`src/core/fec_map.vh`:
```
// fec_map.vh: register map, command codes and flash command words
// assumes inclusion by the erase-control host files only
`ifndef FEC_MAP_VH
`define FEC_MAP_VH
// wishbone register byte offsets
`define FEC_REG_CTRL 4'h0
`define FEC_REG_ADDR 4'h4
`define FEC_REG_DATA 4'h8
`define FEC_REG_STAT 4'hc
// ctrl register fields
`define FEC_CTRL_CMD_LSB 0
`define FEC_CTRL_CLR_BIT 4
`define FEC_CTRL_RST_BIT 5
// status register fields
`define FEC_ST_BUSY 0
`define FEC_ST_ERASING 1
`define FEC_ST_SUSP 2
`define FEC_ST_WIN 3
`define FEC_ST_REJ 4
`define FEC_ST_CORRUPT 5
`define FEC_ST_RDY 6
`define FEC_ST_POLL 7
`define FEC_ST_TOG 8
`define FEC_ST_TOG2 9
`define FEC_ST_TWIN 10
`define FEC_ST_NSEC_LSB 16
// software commands
`define FEC_CMD_NONE 3'h0
`define FEC_CMD_CHIP 3'h1
`define FEC_CMD_SECT 3'h2
`define FEC_CMD_ADD 3'h3
`define FEC_CMD_SUSP 3'h4
`define FEC_CMD_RES 3'h5
`define FEC_CMD_POLL 3'h6
`define FEC_CMD_PROG 3'h7
// flash command words, only the low byte is decoded by the device
`define FEC_UNLOCK1_A 22'h00_0555
`define FEC_UNLOCK2_A 22'h00_02aa
`define FEC_UNLOCK1_D 16'h00aa
`define FEC_UNLOCK2_D 16'h0055
`define FEC_SETUP_D 16'h0080
`define FEC_CHIP_D 16'h0010
`define FEC_SECT_D 16'h0030
`define FEC_SUSP_D 16'h00b0
`define FEC_PROG_D 16'h00a0
// limits and timing
`define FEC_MAX_SECT 6'h26
`define FEC_WINDOW_US 50
`define FEC_CLK_MHZ 10
`define FEC_RST_CYC 8'h05
`endif

```
`src/core/fec_flash_cycle.v`:
```
// fec_flash_cycle: one write or read bus cycle on the flash pins
// assumes a 10 MHz sys_clk and an asynchronous flash data bus
`timescale 1ns/1ns
module fec_flash_cycle #(
   parameter AW = 22,
   parameter DW = 16
) (
   input wire sys_clk,
   input wire rst,
   input wire start,
   input wire is_read,
   input wire [AW-1:0] addr,
   input wire [DW-1:0] wdata,
   input wire [DW-1:0] dq_in,
   output reg [AW-1:0] flash_addr_r,
   output reg [DW-1:0] dq_out_r,
   output reg dq_oe_r,
   output reg ce_n_r,
   output reg we_n_r,
   output reg oe_n_r,
   output reg done_r,
   output reg [DW-1:0] rdata_r
);
   reg [2:0] ph_r;
   reg rd_r;
   reg [DW-1:0] dq_s1_r;
   reg [DW-1:0] dq_s2_r;

   // pins are asynchronous to sys_clk
   always @(posedge sys_clk) begin
      dq_s1_r <= dq_in;
      dq_s2_r <= dq_s1_r;
   end

   always @(posedge sys_clk) begin
      if (rst) begin
         ph_r <= 3'h0;
         rd_r <= 1'b0;
         flash_addr_r <= {AW{1'b0}};
         dq_out_r <= {DW{1'b0}};
         dq_oe_r <= 1'b0;
         ce_n_r <= 1'b1;
         we_n_r <= 1'b1;
         oe_n_r <= 1'b1;
         done_r <= 1'b0;
         rdata_r <= {DW{1'b0}};
      end else begin
         done_r <= 1'b0;
         case (ph_r)
            3'h0: begin
               if (start) begin
                  flash_addr_r <= addr;
                  rd_r <= is_read;
                  dq_out_r <= wdata;
                  dq_oe_r <= ~is_read;
                  ce_n_r <= ~is_read;
                  oe_n_r <= ~is_read;
                  ph_r <= 3'h1;
               end
            end
            3'h1: begin
               // address settles a cycle before the write strobe falls
               if (!rd_r) begin
                  ce_n_r <= 1'b0;
                  we_n_r <= 1'b0;
               end
               ph_r <= 3'h2;
            end
            3'h2: begin
               // rising strobe edge is where the device latches the command
               we_n_r <= 1'b1;
               ce_n_r <= rd_r ? 1'b0 : 1'b1;
               ph_r <= 3'h3;
            end
            3'h3: begin
               dq_oe_r <= 1'b0;
               ph_r <= 3'h4;
            end
            3'h4: begin
               // two sync stages plus access time are covered by now
               if (rd_r) begin
                  rdata_r <= dq_s2_r;
               end
               ce_n_r <= 1'b1;
               oe_n_r <= 1'b1;
               done_r <= 1'b1;
               ph_r <= 3'h0;
            end
            default: ph_r <= 3'h0;
         endcase
      end
   end
endmodule

```
`src/core/fec_ctrl.v`:
```
// fec_ctrl: host-side erase controller for a dual-bank parallel nor flash
// assumes a wishbone classic master and the flash pins wired directly
// Behaviour
// - chip erase is sent as six writes: unlock, unlock, setup, unlock x2, 10h
// - sector erase is six writes ending with 30h at a sector address
// - extra sectors are written as 30h within the window; timer restarts
// - reset during erase corrupts sectors; host flags reissue needed
// - polling reads use an address inside an erasing sector
// - resume is 30h at the suspended bank; repeats rejected and flagged
// - suspend-program allowed outside suspended sectors, polled as usual
// - commands use only the low data byte; upper lines driven zero
`timescale 1ns/1ns
`include "fec_map.vh"
module fec_ctrl #(
   parameter AW = 22,
   parameter DW = 16,
   parameter WIN_CYC = `FEC_WINDOW_US * `FEC_CLK_MHZ
) (
   input wire sys_clk,
   input wire rst,
   input wire wb_cyc_i,
   input wire wb_stb_i,
   input wire wb_we_i,
   input wire [3:0] wb_adr_i,
   input wire [31:0] wb_dat_i,
   input wire [3:0] wb_sel_i,
   output reg [31:0] wb_dat_o,
   output reg wb_ack_o,
   output wire [AW-1:0] flash_addr,
   input wire [DW-1:0] flash_dq_in,
   output wire [DW-1:0] flash_dq_out,
   output wire flash_dq_oe,
   output wire flash_ce_n,
   output wire flash_we_n,
   output wire flash_oe_n,
   output reg flash_rst_n,
   input wire ready_busy_in
);
   localparam ST_IDLE = 2'h0;
   localparam ST_ISSUE = 2'h1;
   localparam ST_WAIT = 2'h2;
   localparam SEQ_LEN = 3'h6;

   reg [1:0] st_r;
   reg [2:0] cmd_r;
   reg [2:0] step_r;
   reg [AW-1:0] addr_r;
   reg [DW-1:0] data_r;
   reg [DW-1:0] rd1_r;
   reg erasing_r;
   reg sect_mode_r;
   reg susp_r;
   reg rej_r;
   reg corrupt_r;
   reg [5:0] nsec_r;
   reg [15:0] win_r;
   reg [7:0] rcnt_r;
   reg rb_s1_r;
   reg rb_s2_r;
   reg cyc_start_r;
   reg cyc_read_r;
   reg [AW-1:0] cyc_addr_r;
   reg [DW-1:0] cyc_wdata_r;
   wire cyc_done;
   wire [DW-1:0] cyc_rdata;
   wire wb_req;
   wire [2:0] wr_cmd;
   wire cmd_go;
   reg cmd_ok;
   reg [AW+DW-1:0] step_word;
   reg [2:0] step_cnt;
   reg [31:0] stat;

   fec_flash_cycle #(.AW(AW), .DW(DW)) u_cycle (
      .sys_clk(sys_clk),
      .rst(rst),
      .start(cyc_start_r),
      .is_read(cyc_read_r),
      .addr(cyc_addr_r),
      .wdata(cyc_wdata_r),
      .dq_in(flash_dq_in),
      .flash_addr_r(flash_addr),
      .dq_out_r(flash_dq_out),
      .dq_oe_r(flash_dq_oe),
      .ce_n_r(flash_ce_n),
      .we_n_r(flash_we_n),
      .oe_n_r(flash_oe_n),
      .done_r(cyc_done),
      .rdata_r(cyc_rdata)
   );

   // ready/busy is an open-drain pin from another domain
   always @(posedge sys_clk) begin
      rb_s1_r <= ready_busy_in;
      rb_s2_r <= rb_s1_r;
   end

   // address/data of each write step, low byte only for commands
   always @* begin
      step_word = {`FEC_UNLOCK1_A, `FEC_UNLOCK1_D};
      step_cnt = 3'h1;
      case (cmd_r)
         `FEC_CMD_CHIP, `FEC_CMD_SECT: begin
            step_cnt = SEQ_LEN;
            case (step_r)
               3'h0: step_word = {`FEC_UNLOCK1_A, `FEC_UNLOCK1_D};
               3'h1: step_word = {`FEC_UNLOCK2_A, `FEC_UNLOCK2_D};
               3'h2: step_word = {`FEC_UNLOCK1_A, `FEC_SETUP_D};
               3'h3: step_word = {`FEC_UNLOCK1_A, `FEC_UNLOCK1_D};
               3'h4: step_word = {`FEC_UNLOCK2_A, `FEC_UNLOCK2_D};
               default: begin
                  if (cmd_r == `FEC_CMD_CHIP) begin
                     step_word = {`FEC_UNLOCK1_A, `FEC_CHIP_D};
                  end else begin
                     step_word = {addr_r, `FEC_SECT_D};
                  end
               end
            endcase
         end
         `FEC_CMD_PROG: begin
            step_cnt = 3'h4;
            case (step_r)
               3'h0: step_word = {`FEC_UNLOCK1_A, `FEC_UNLOCK1_D};
               3'h1: step_word = {`FEC_UNLOCK2_A, `FEC_UNLOCK2_D};
               3'h2: step_word = {`FEC_UNLOCK1_A, `FEC_PROG_D};
               default: step_word = {addr_r, data_r};
            endcase
         end
         `FEC_CMD_ADD, `FEC_CMD_RES: step_word = {addr_r, `FEC_SECT_D};
         `FEC_CMD_SUSP: step_word = {addr_r, `FEC_SUSP_D};
         `FEC_CMD_POLL: begin
            step_cnt = 3'h2;
            step_word = {addr_r, {DW{1'b0}}};
         end
         default: step_word = {`FEC_UNLOCK1_A, `FEC_UNLOCK1_D};
      endcase
   end

   assign wb_req = wb_cyc_i & wb_stb_i & ~wb_ack_o;
   assign wr_cmd = wb_dat_i[`FEC_CTRL_CMD_LSB +: 3];
   assign cmd_go = wb_req & wb_we_i & wb_sel_i[0]
      & (wb_adr_i == `FEC_REG_CTRL) & (wr_cmd != `FEC_CMD_NONE);

   // which orders the current erase state allows
   always @* begin
      cmd_ok = 1'b0;
      case (wr_cmd)
         `FEC_CMD_CHIP, `FEC_CMD_SECT: cmd_ok = ~erasing_r;
         `FEC_CMD_ADD: cmd_ok = sect_mode_r & (win_r != 16'h0000)
            & (nsec_r < `FEC_MAX_SECT);
         `FEC_CMD_SUSP: cmd_ok = sect_mode_r & ~susp_r;
         `FEC_CMD_RES: cmd_ok = susp_r;
         `FEC_CMD_POLL: cmd_ok = 1'b1;
         // program only while idle or suspended
         `FEC_CMD_PROG: cmd_ok = ~erasing_r | susp_r;
         default: cmd_ok = 1'b0;
      endcase
      if (st_r != ST_IDLE) begin
         cmd_ok = 1'b0;
      end
   end

   always @* begin
      stat = 32'h0000_0000;
      stat[`FEC_ST_BUSY] = (st_r != ST_IDLE);
      stat[`FEC_ST_ERASING] = erasing_r;
      stat[`FEC_ST_SUSP] = susp_r;
      stat[`FEC_ST_WIN] = (win_r != 16'h0000);
      stat[`FEC_ST_REJ] = rej_r;
      stat[`FEC_ST_CORRUPT] = corrupt_r;
      stat[`FEC_ST_RDY] = rb_s2_r;
      stat[`FEC_ST_POLL] = cyc_rdata[7];
      stat[`FEC_ST_TOG] = rd1_r[6] ^ cyc_rdata[6];
      stat[`FEC_ST_TOG2] = rd1_r[2] ^ cyc_rdata[2];
      stat[`FEC_ST_TWIN] = cyc_rdata[3];
      stat[`FEC_ST_NSEC_LSB +: 6] = nsec_r;
   end

   // wishbone slave: ack one cycle after the request, zero for holes
   always @(posedge sys_clk) begin
      if (rst) begin
         wb_ack_o <= 1'b0;
         wb_dat_o <= 32'h0000_0000;
      end else begin
         wb_ack_o <= wb_req;
         if (wb_req) begin
            case (wb_adr_i)
               `FEC_REG_CTRL: wb_dat_o <= {29'h0000_0000, cmd_r};
               `FEC_REG_ADDR: wb_dat_o <= {{(32-AW){1'b0}}, addr_r};
               `FEC_REG_DATA: wb_dat_o <= {{(32-DW){1'b0}}, cyc_rdata};
               `FEC_REG_STAT: wb_dat_o <= stat;
               default: wb_dat_o <= 32'h0000_0000;
            endcase
         end
      end
   end

   // sequencer plus erase bookkeeping
   always @(posedge sys_clk) begin
      if (rst) begin
         st_r <= ST_IDLE;
         cmd_r <= `FEC_CMD_NONE;
         step_r <= 3'h0;
         addr_r <= {AW{1'b0}};
         data_r <= {DW{1'b0}};
         rd1_r <= {DW{1'b0}};
         erasing_r <= 1'b0;
         sect_mode_r <= 1'b0;
         susp_r <= 1'b0;
         rej_r <= 1'b0;
         corrupt_r <= 1'b0;
         nsec_r <= 6'h00;
         win_r <= 16'h0000;
         rcnt_r <= 8'h00;
         flash_rst_n <= 1'b1;
         cyc_start_r <= 1'b0;
         cyc_read_r <= 1'b0;
         cyc_addr_r <= {AW{1'b0}};
         cyc_wdata_r <= {DW{1'b0}};
      end else begin
         cyc_start_r <= 1'b0;
         if (win_r != 16'h0000) begin
            win_r <= win_r - 16'h0001;
         end
         if (wb_req & wb_we_i & (wb_adr_i == `FEC_REG_ADDR)) begin
            addr_r <= wb_dat_i[AW-1:0];
         end
         if (wb_req & wb_we_i & (wb_adr_i == `FEC_REG_DATA)) begin
            data_r <= wb_dat_i[DW-1:0];
         end
         if (wb_req & wb_we_i & (wb_adr_i == `FEC_REG_CTRL)) begin
            if (wb_dat_i[`FEC_CTRL_CLR_BIT]) begin
               rej_r <= 1'b0;
               corrupt_r <= 1'b0;
            end
            // a reset pulse mid-erase leaves sectors needing reissue
            if (wb_dat_i[`FEC_CTRL_RST_BIT] & (rcnt_r == 8'h00)) begin
               rcnt_r <= `FEC_RST_CYC;
               flash_rst_n <= 1'b0;
               if (erasing_r) begin
                  corrupt_r <= 1'b1;
               end
               erasing_r <= 1'b0;
               sect_mode_r <= 1'b0;
               susp_r <= 1'b0;
               win_r <= 16'h0000;
            end
         end
         if (rcnt_r != 8'h00) begin
            rcnt_r <= rcnt_r - 8'h01;
            flash_rst_n <= (rcnt_r == 8'h01);
         end
         // a set wins over a clear written in the same cycle
         if (cmd_go & (~cmd_ok | (rcnt_r != 8'h00))) begin
            rej_r <= 1'b1;
         end
         case (st_r)
            ST_IDLE: begin
               if (cmd_go & cmd_ok & (rcnt_r == 8'h00)) begin
                  cmd_r <= wr_cmd;
                  step_r <= 3'h0;
                  st_r <= ST_ISSUE;
               end
            end
            ST_ISSUE: begin
               cyc_start_r <= 1'b1;
               cyc_read_r <= (cmd_r == `FEC_CMD_POLL);
               cyc_addr_r <= step_word[AW+DW-1:DW];
               cyc_wdata_r <= step_word[DW-1:0];
               st_r <= ST_WAIT;
            end
            ST_WAIT: begin
               if (cyc_done) begin
                  if (step_r == 3'h0) begin
                     rd1_r <= cyc_rdata;
                  end
                  if (step_r + 3'h1 < step_cnt) begin
                     step_r <= step_r + 3'h1;
                     st_r <= ST_ISSUE;
                  end else begin
                     st_r <= ST_IDLE;
                     case (cmd_r)
                        `FEC_CMD_CHIP: erasing_r <= 1'b1;
                        `FEC_CMD_SECT: begin
                           erasing_r <= 1'b1;
                           sect_mode_r <= 1'b1;
                           nsec_r <= 6'h01;
                           win_r <= WIN_CYC[15:0];
                        end
                        `FEC_CMD_ADD: begin
                           nsec_r <= nsec_r + 6'h01;
                           win_r <= WIN_CYC[15:0];
                        end
                        `FEC_CMD_SUSP: begin
                           susp_r <= 1'b1;
                           win_r <= 16'h0000;
                        end
                        `FEC_CMD_RES: susp_r <= 1'b0;
                        `FEC_CMD_POLL: begin
                           // bit 7 high and toggling stopped
                           if (erasing_r & ~susp_r & cyc_rdata[7]
                              & (rd1_r[6] == cyc_rdata[6])) begin
                              erasing_r <= 1'b0;
                              sect_mode_r <= 1'b0;
                           end
                        end
                        default: cmd_r <= cmd_r;
                     endcase
                  end
               end
            end
            default: st_r <= ST_IDLE;
         endcase
      end
   end
endmodule

```
`config.mk`:
```
export PLATFORM = sky130hd
export DESIGN_NAME = fec_ctrl
export DESIGN_NICKNAME = d
export VERILOG_FILES = /design/src/core/fec_flash_cycle.v /design/src/core/fec_ctrl.v
export VERILOG_INCLUDE_DIRS = /design/src /design/src/core
export SDC_FILE = /design/constraint.sdc
export NUM_CORES = 1
export LEC_CHECK = 0
export ABC_AREA = 1
export BUFFER_PORTS_ARGS = -buffer_cell sky130_fd_sc_hd__buf_2
export CAP_MARGIN = 20
export CORE_MARGIN = 1.5
export CORE_UTILIZATION = 55
export DETAILED_ROUTE_END_ITERATION = 6
export PLACE_DENSITY = 0.74
export SLEW_MARGIN = 20
export SYNTH_ARGS = -nofsm -noshare
export SYNTH_HDL_FRONTEND = slang
export SYNTH_SLANG_ARGS = --single-unit
```
`constraint.sdc`:
```
create_clock -name sys_clk -period 2.55 [get_ports sys_clk]
set_input_delay 0.51 -clock sys_clk [delete_from_list [all_inputs] [get_ports sys_clk]]
set_output_delay 0.51 -clock sys_clk [all_outputs]
set_load 0.03 [all_outputs]
```
==> reports/qor.csv <==
stage;metric;value;unit
routing;Routed Antenna Nets;0;
timing;Final Hold Viols;0;
flow_run;Max Cap Viol;0;
yosys;post-synthesis compound-gate area fraction;17.9;%
timing;final-report setup violation count;0;
routing;DRC viols;0;
yosys;Synth area leaders;dfxtp_1, nand2_1, nor2_1;
setup_path;Crit path arrival time;2.73;ns
floorplan;Top Ports;138;
floorplan;die area;0.0186;mm2
global_route;global-route wire length before repair;38.9;mm
clocking;Clock transition at path regs;0.06;ns
routing;Pre-Repair DR Iteration Count;5;
timing;Max Transition Viols Final;0;
placed_design;PortBufs;114;
setup_path;CP Max Fanout;10;
yosys;ys async rst share;0;%
floorplan;initial core utilization;56.4;%
yosys;area leader, netlist;dfxtp_1;
timing;Setup TNS;0;ns
timing;post-route minimum period;2.34;ns
clocking;Setup Fix Bufs, Post-CTS;0;
setup_path;Worst Path Required;2.94;ns
global_route;grt ovf;0;
setup_path;nature of the critical path startpoint;register;
yosys;sequential area share after synthesis;49.9;%
routing;DR WL met3;1.47;mm
setup_path;crit-path cells;inv_4 -> nor2_4 -> nand2_2 -> nand2_2 -> nor2_1 -> ha_1 -> a21oi_1 -> nand2_4 -> nand3_4 -> inv_4 -> nand2_1 -> o21ai_0;
power_and_ir_drop;Power Density;835;mW/mm2
yosys;EDFF count, synth;0;
routing;drt initial violations;649;
floorplan;Die Span Y;136;um
clocking;clk buf depth;3;
timing;slew margin rel.;44.7;%
global_route;initial antenna violation count;0;
placed_design;Area after DPL;0.0106;mm2
routing;Vias/cell;5.33;
timing;max frequency;428;MHz
setup_path;R2R setup slack;0.21;ns
clocking;clk sinks;244;
routing;WL/cell;15.2;um
timing;RSZ-0062 raised after global routing;no;
layout;layout cell share with drive strength beyond 1;18.1;%
yosys;Post-Synth Simple-Gate Area;21.9;%
routing;drt total wl;24.3;mm
timing;final cycle utilization of the critical path;91.7;%
routing;Highest Signal Layer;met4;
floorplan;Row Count;48;
status;status;completed;
layout;most common cell after layout, fill and taps aside;dfxtp_1;
clocking;Root Driver;clkbuf_16;
clocking;H-Tree Depth;1;
setup_path;Slowest Stage Delay on Critical Path;0.43;ns
setup_path;crit path from;cmd_r[1];
clocking;CTS hold repair buffers;0;
routing;vias;8548;
layout;Final Net Count;1435;
layout;most frequent cells in the layout;dfxtp_1, nand2_1, nor2_1;
yosys;#FFs+latches synth;244;
setup_path;crit path kind;reg -> reg;
clocking;Worst-Skew Late Latency;0.53;ns
yosys;synthesized area;0.00979;mm2
yosys;xor and xnor area share after synthesis;1.34;%
power_and_ir_drop;P_leak;4.96;nW
layout;fin area;0.0115;mm2
yosys;Synth Flop Type;dfxtp_1;
timing;Worst-Margin Slew;0.829;ns
yosys;Synth Area in Adders;1.53;%
global_route;vias in the first global route;7739;
yosys;Syn. warnings;0;
layout;# diodes;0;
yosys;top cell type's share of synthesized area;49.9;%
routing;Metal-1 WL;11.1;mm
layout;area grow syn2layout;17.1;%
clocking;CTS tree;built;
layout;Post-Route Utilization;66.1;%
yosys;Yosys cell types;52;
setup_path;crit end category;register;
placed_design;DP Wirelength;17.1;mm
power_and_ir_drop;maximum vdd drop;0.554;mV
timing;clk_skew;0.0120;ns
timing;WHS;0.0821;ns
hold_path;Hold Startpoint;flash_dq_in[11];
hold_path;Hold WC Path Type;in -> reg;
yosys;multiplexer share of the synthesized area;0;%
routing;met2 wire len;11.0;mm
yosys;synthesized area per cell;7.80;um2
setup_path;reg2reg start;cmd_r[1];
global_route;All-Layer GR Usage;26.4;%
floorplan;Core ar.;0.0174;mm2
yosys;main combinational cell family by area after synthesis;simple AND/OR/NAND/NOR gates;
placed_design;Placer Congestion;0.935;
clocking;cts bufs inserted;25;
floorplan;Die X;136;um
yosys;Syn Inst Count;1256;
setup_path;slowest library cell on the worst path;dfxtp_2;
global_route;largest net degree at the start of global routing;85;
final cells by class:
| type | instances | area [um2] |
|---|---|---|
| clock buffers | 34 | 729 |
| clock inverters | 11 | 166 |
| fillers | 1480 | 5890 |
| inverters | 114 | 433 |
| multi-input cells | 845 | 4220 |
| flip-flops and latches | 244 | 4890 |
| well taps | 225 | 282 |
| repair buffers | 131 | 756 |
timing repair:
| action | in CTS | in global routing |
|---|---|---|
| endpoints found under the setup margin | 0 | 21 |
| resized for setup | 0 | 1 |
| hold endpoints to repair | 0 | 0 |
report_power, final:
part	total [mW]	switching, mW	internal (mW)
clock	3.89	1.49	2.41
combinational	1.49	0.928	0.566
sequential	4.19	0.164	4.02
total	9.57	2.58	6.99
critical path, delay by kind of cell (launching register included):
| kind | cells | cell delay (ns) |
|---|---|---|
| and+or+nand+nor | 7 | 0.97 |
| buffers and inverters | 2 | 0.14 |
| AOI/OAI and AO/OA | 2 | 0.38 |
| DFF | 1 | 0.43 |
| adders and majority gates | 1 | 0.28 |
synth_stat cells (all sizes together), types with 2 or more instances:
master / n
a211oi: 7
a21oi: 125
a22oi: 8
a31oi: 4
buf: 21
clkbuf: 41
dfxtp: 244
ha: 12
inv: 113
nand2: 213
nand3: 38
nand3b: 2
nand4: 3
nor2: 201
nor3: 21
nor3b: 2
nor4: 6
o2111ai: 2
o211ai: 4
o21ai: 145
o221ai: 4
o22ai: 12
or2: 3
xnor2: 8
xor2: 7
cell families (layout without fill, tap and decap cells):
kind of cell / Yosys count / in the layout
compound gates: 318 / 318
xor+xnor: 15 / 15
simple gates: 490 / 490
other cells: 1 / 10
buf+inv: 176 / 290
fa+ha+maj: 12 / 12
flops: 244 / 244
registers in the layout (all words and copies together) (netlist names), 16 cells and up:
| register | cells |
|---|---|
| addr_r | 22 |
| cyc_addr_r | 22 |
| u_cycle.flash_addr_r | 22 |
| wb_dat_o | 22 |
| cyc_wdata_r | 16 |
| data_r | 16 |
| u_cycle.dq_out_r | 16 |
| u_cycle.dq_s1_r | 16 |
| u_cycle.dq_s2_r | 16 |
| u_cycle.rdata_r | 16 |
| win_r | 16 |
per-stage QoR:
stage | power [mW] | cells | worst slack, ns
2_1_floorplan | 5.38 | 1265 | 0.500
3_3_place_gp | 5.70 | 1558 | 0.191
3_5_place_dp | 5.74 | 1559 | 0.114
4_1_cts | 9.63 | 1604 | 0.0997
5_1_grt | 10.0 | 1604 | 0.00410
6_report | 9.57 | 1604 | 0.213
path summary, 6_finish.rpt:
path | endpoint | cells past startpoint
max | win_r[6] | 12
max reg2reg | win_r[6] | 12
min reg2reg | u_cycle.dq_s2_r[14] | 0
min | u_cycle.dq_s1_r[11] | 1
per-layer routing:
metal / track usage (%) / vias up
met5: 0 / -
met4: 8.75 / 0
met3: 4.14 / 51
met2: 42.8 / 274
met1: 36.0 / 3915
li1: - / 4308
Power figures use the tool's default switching activity.
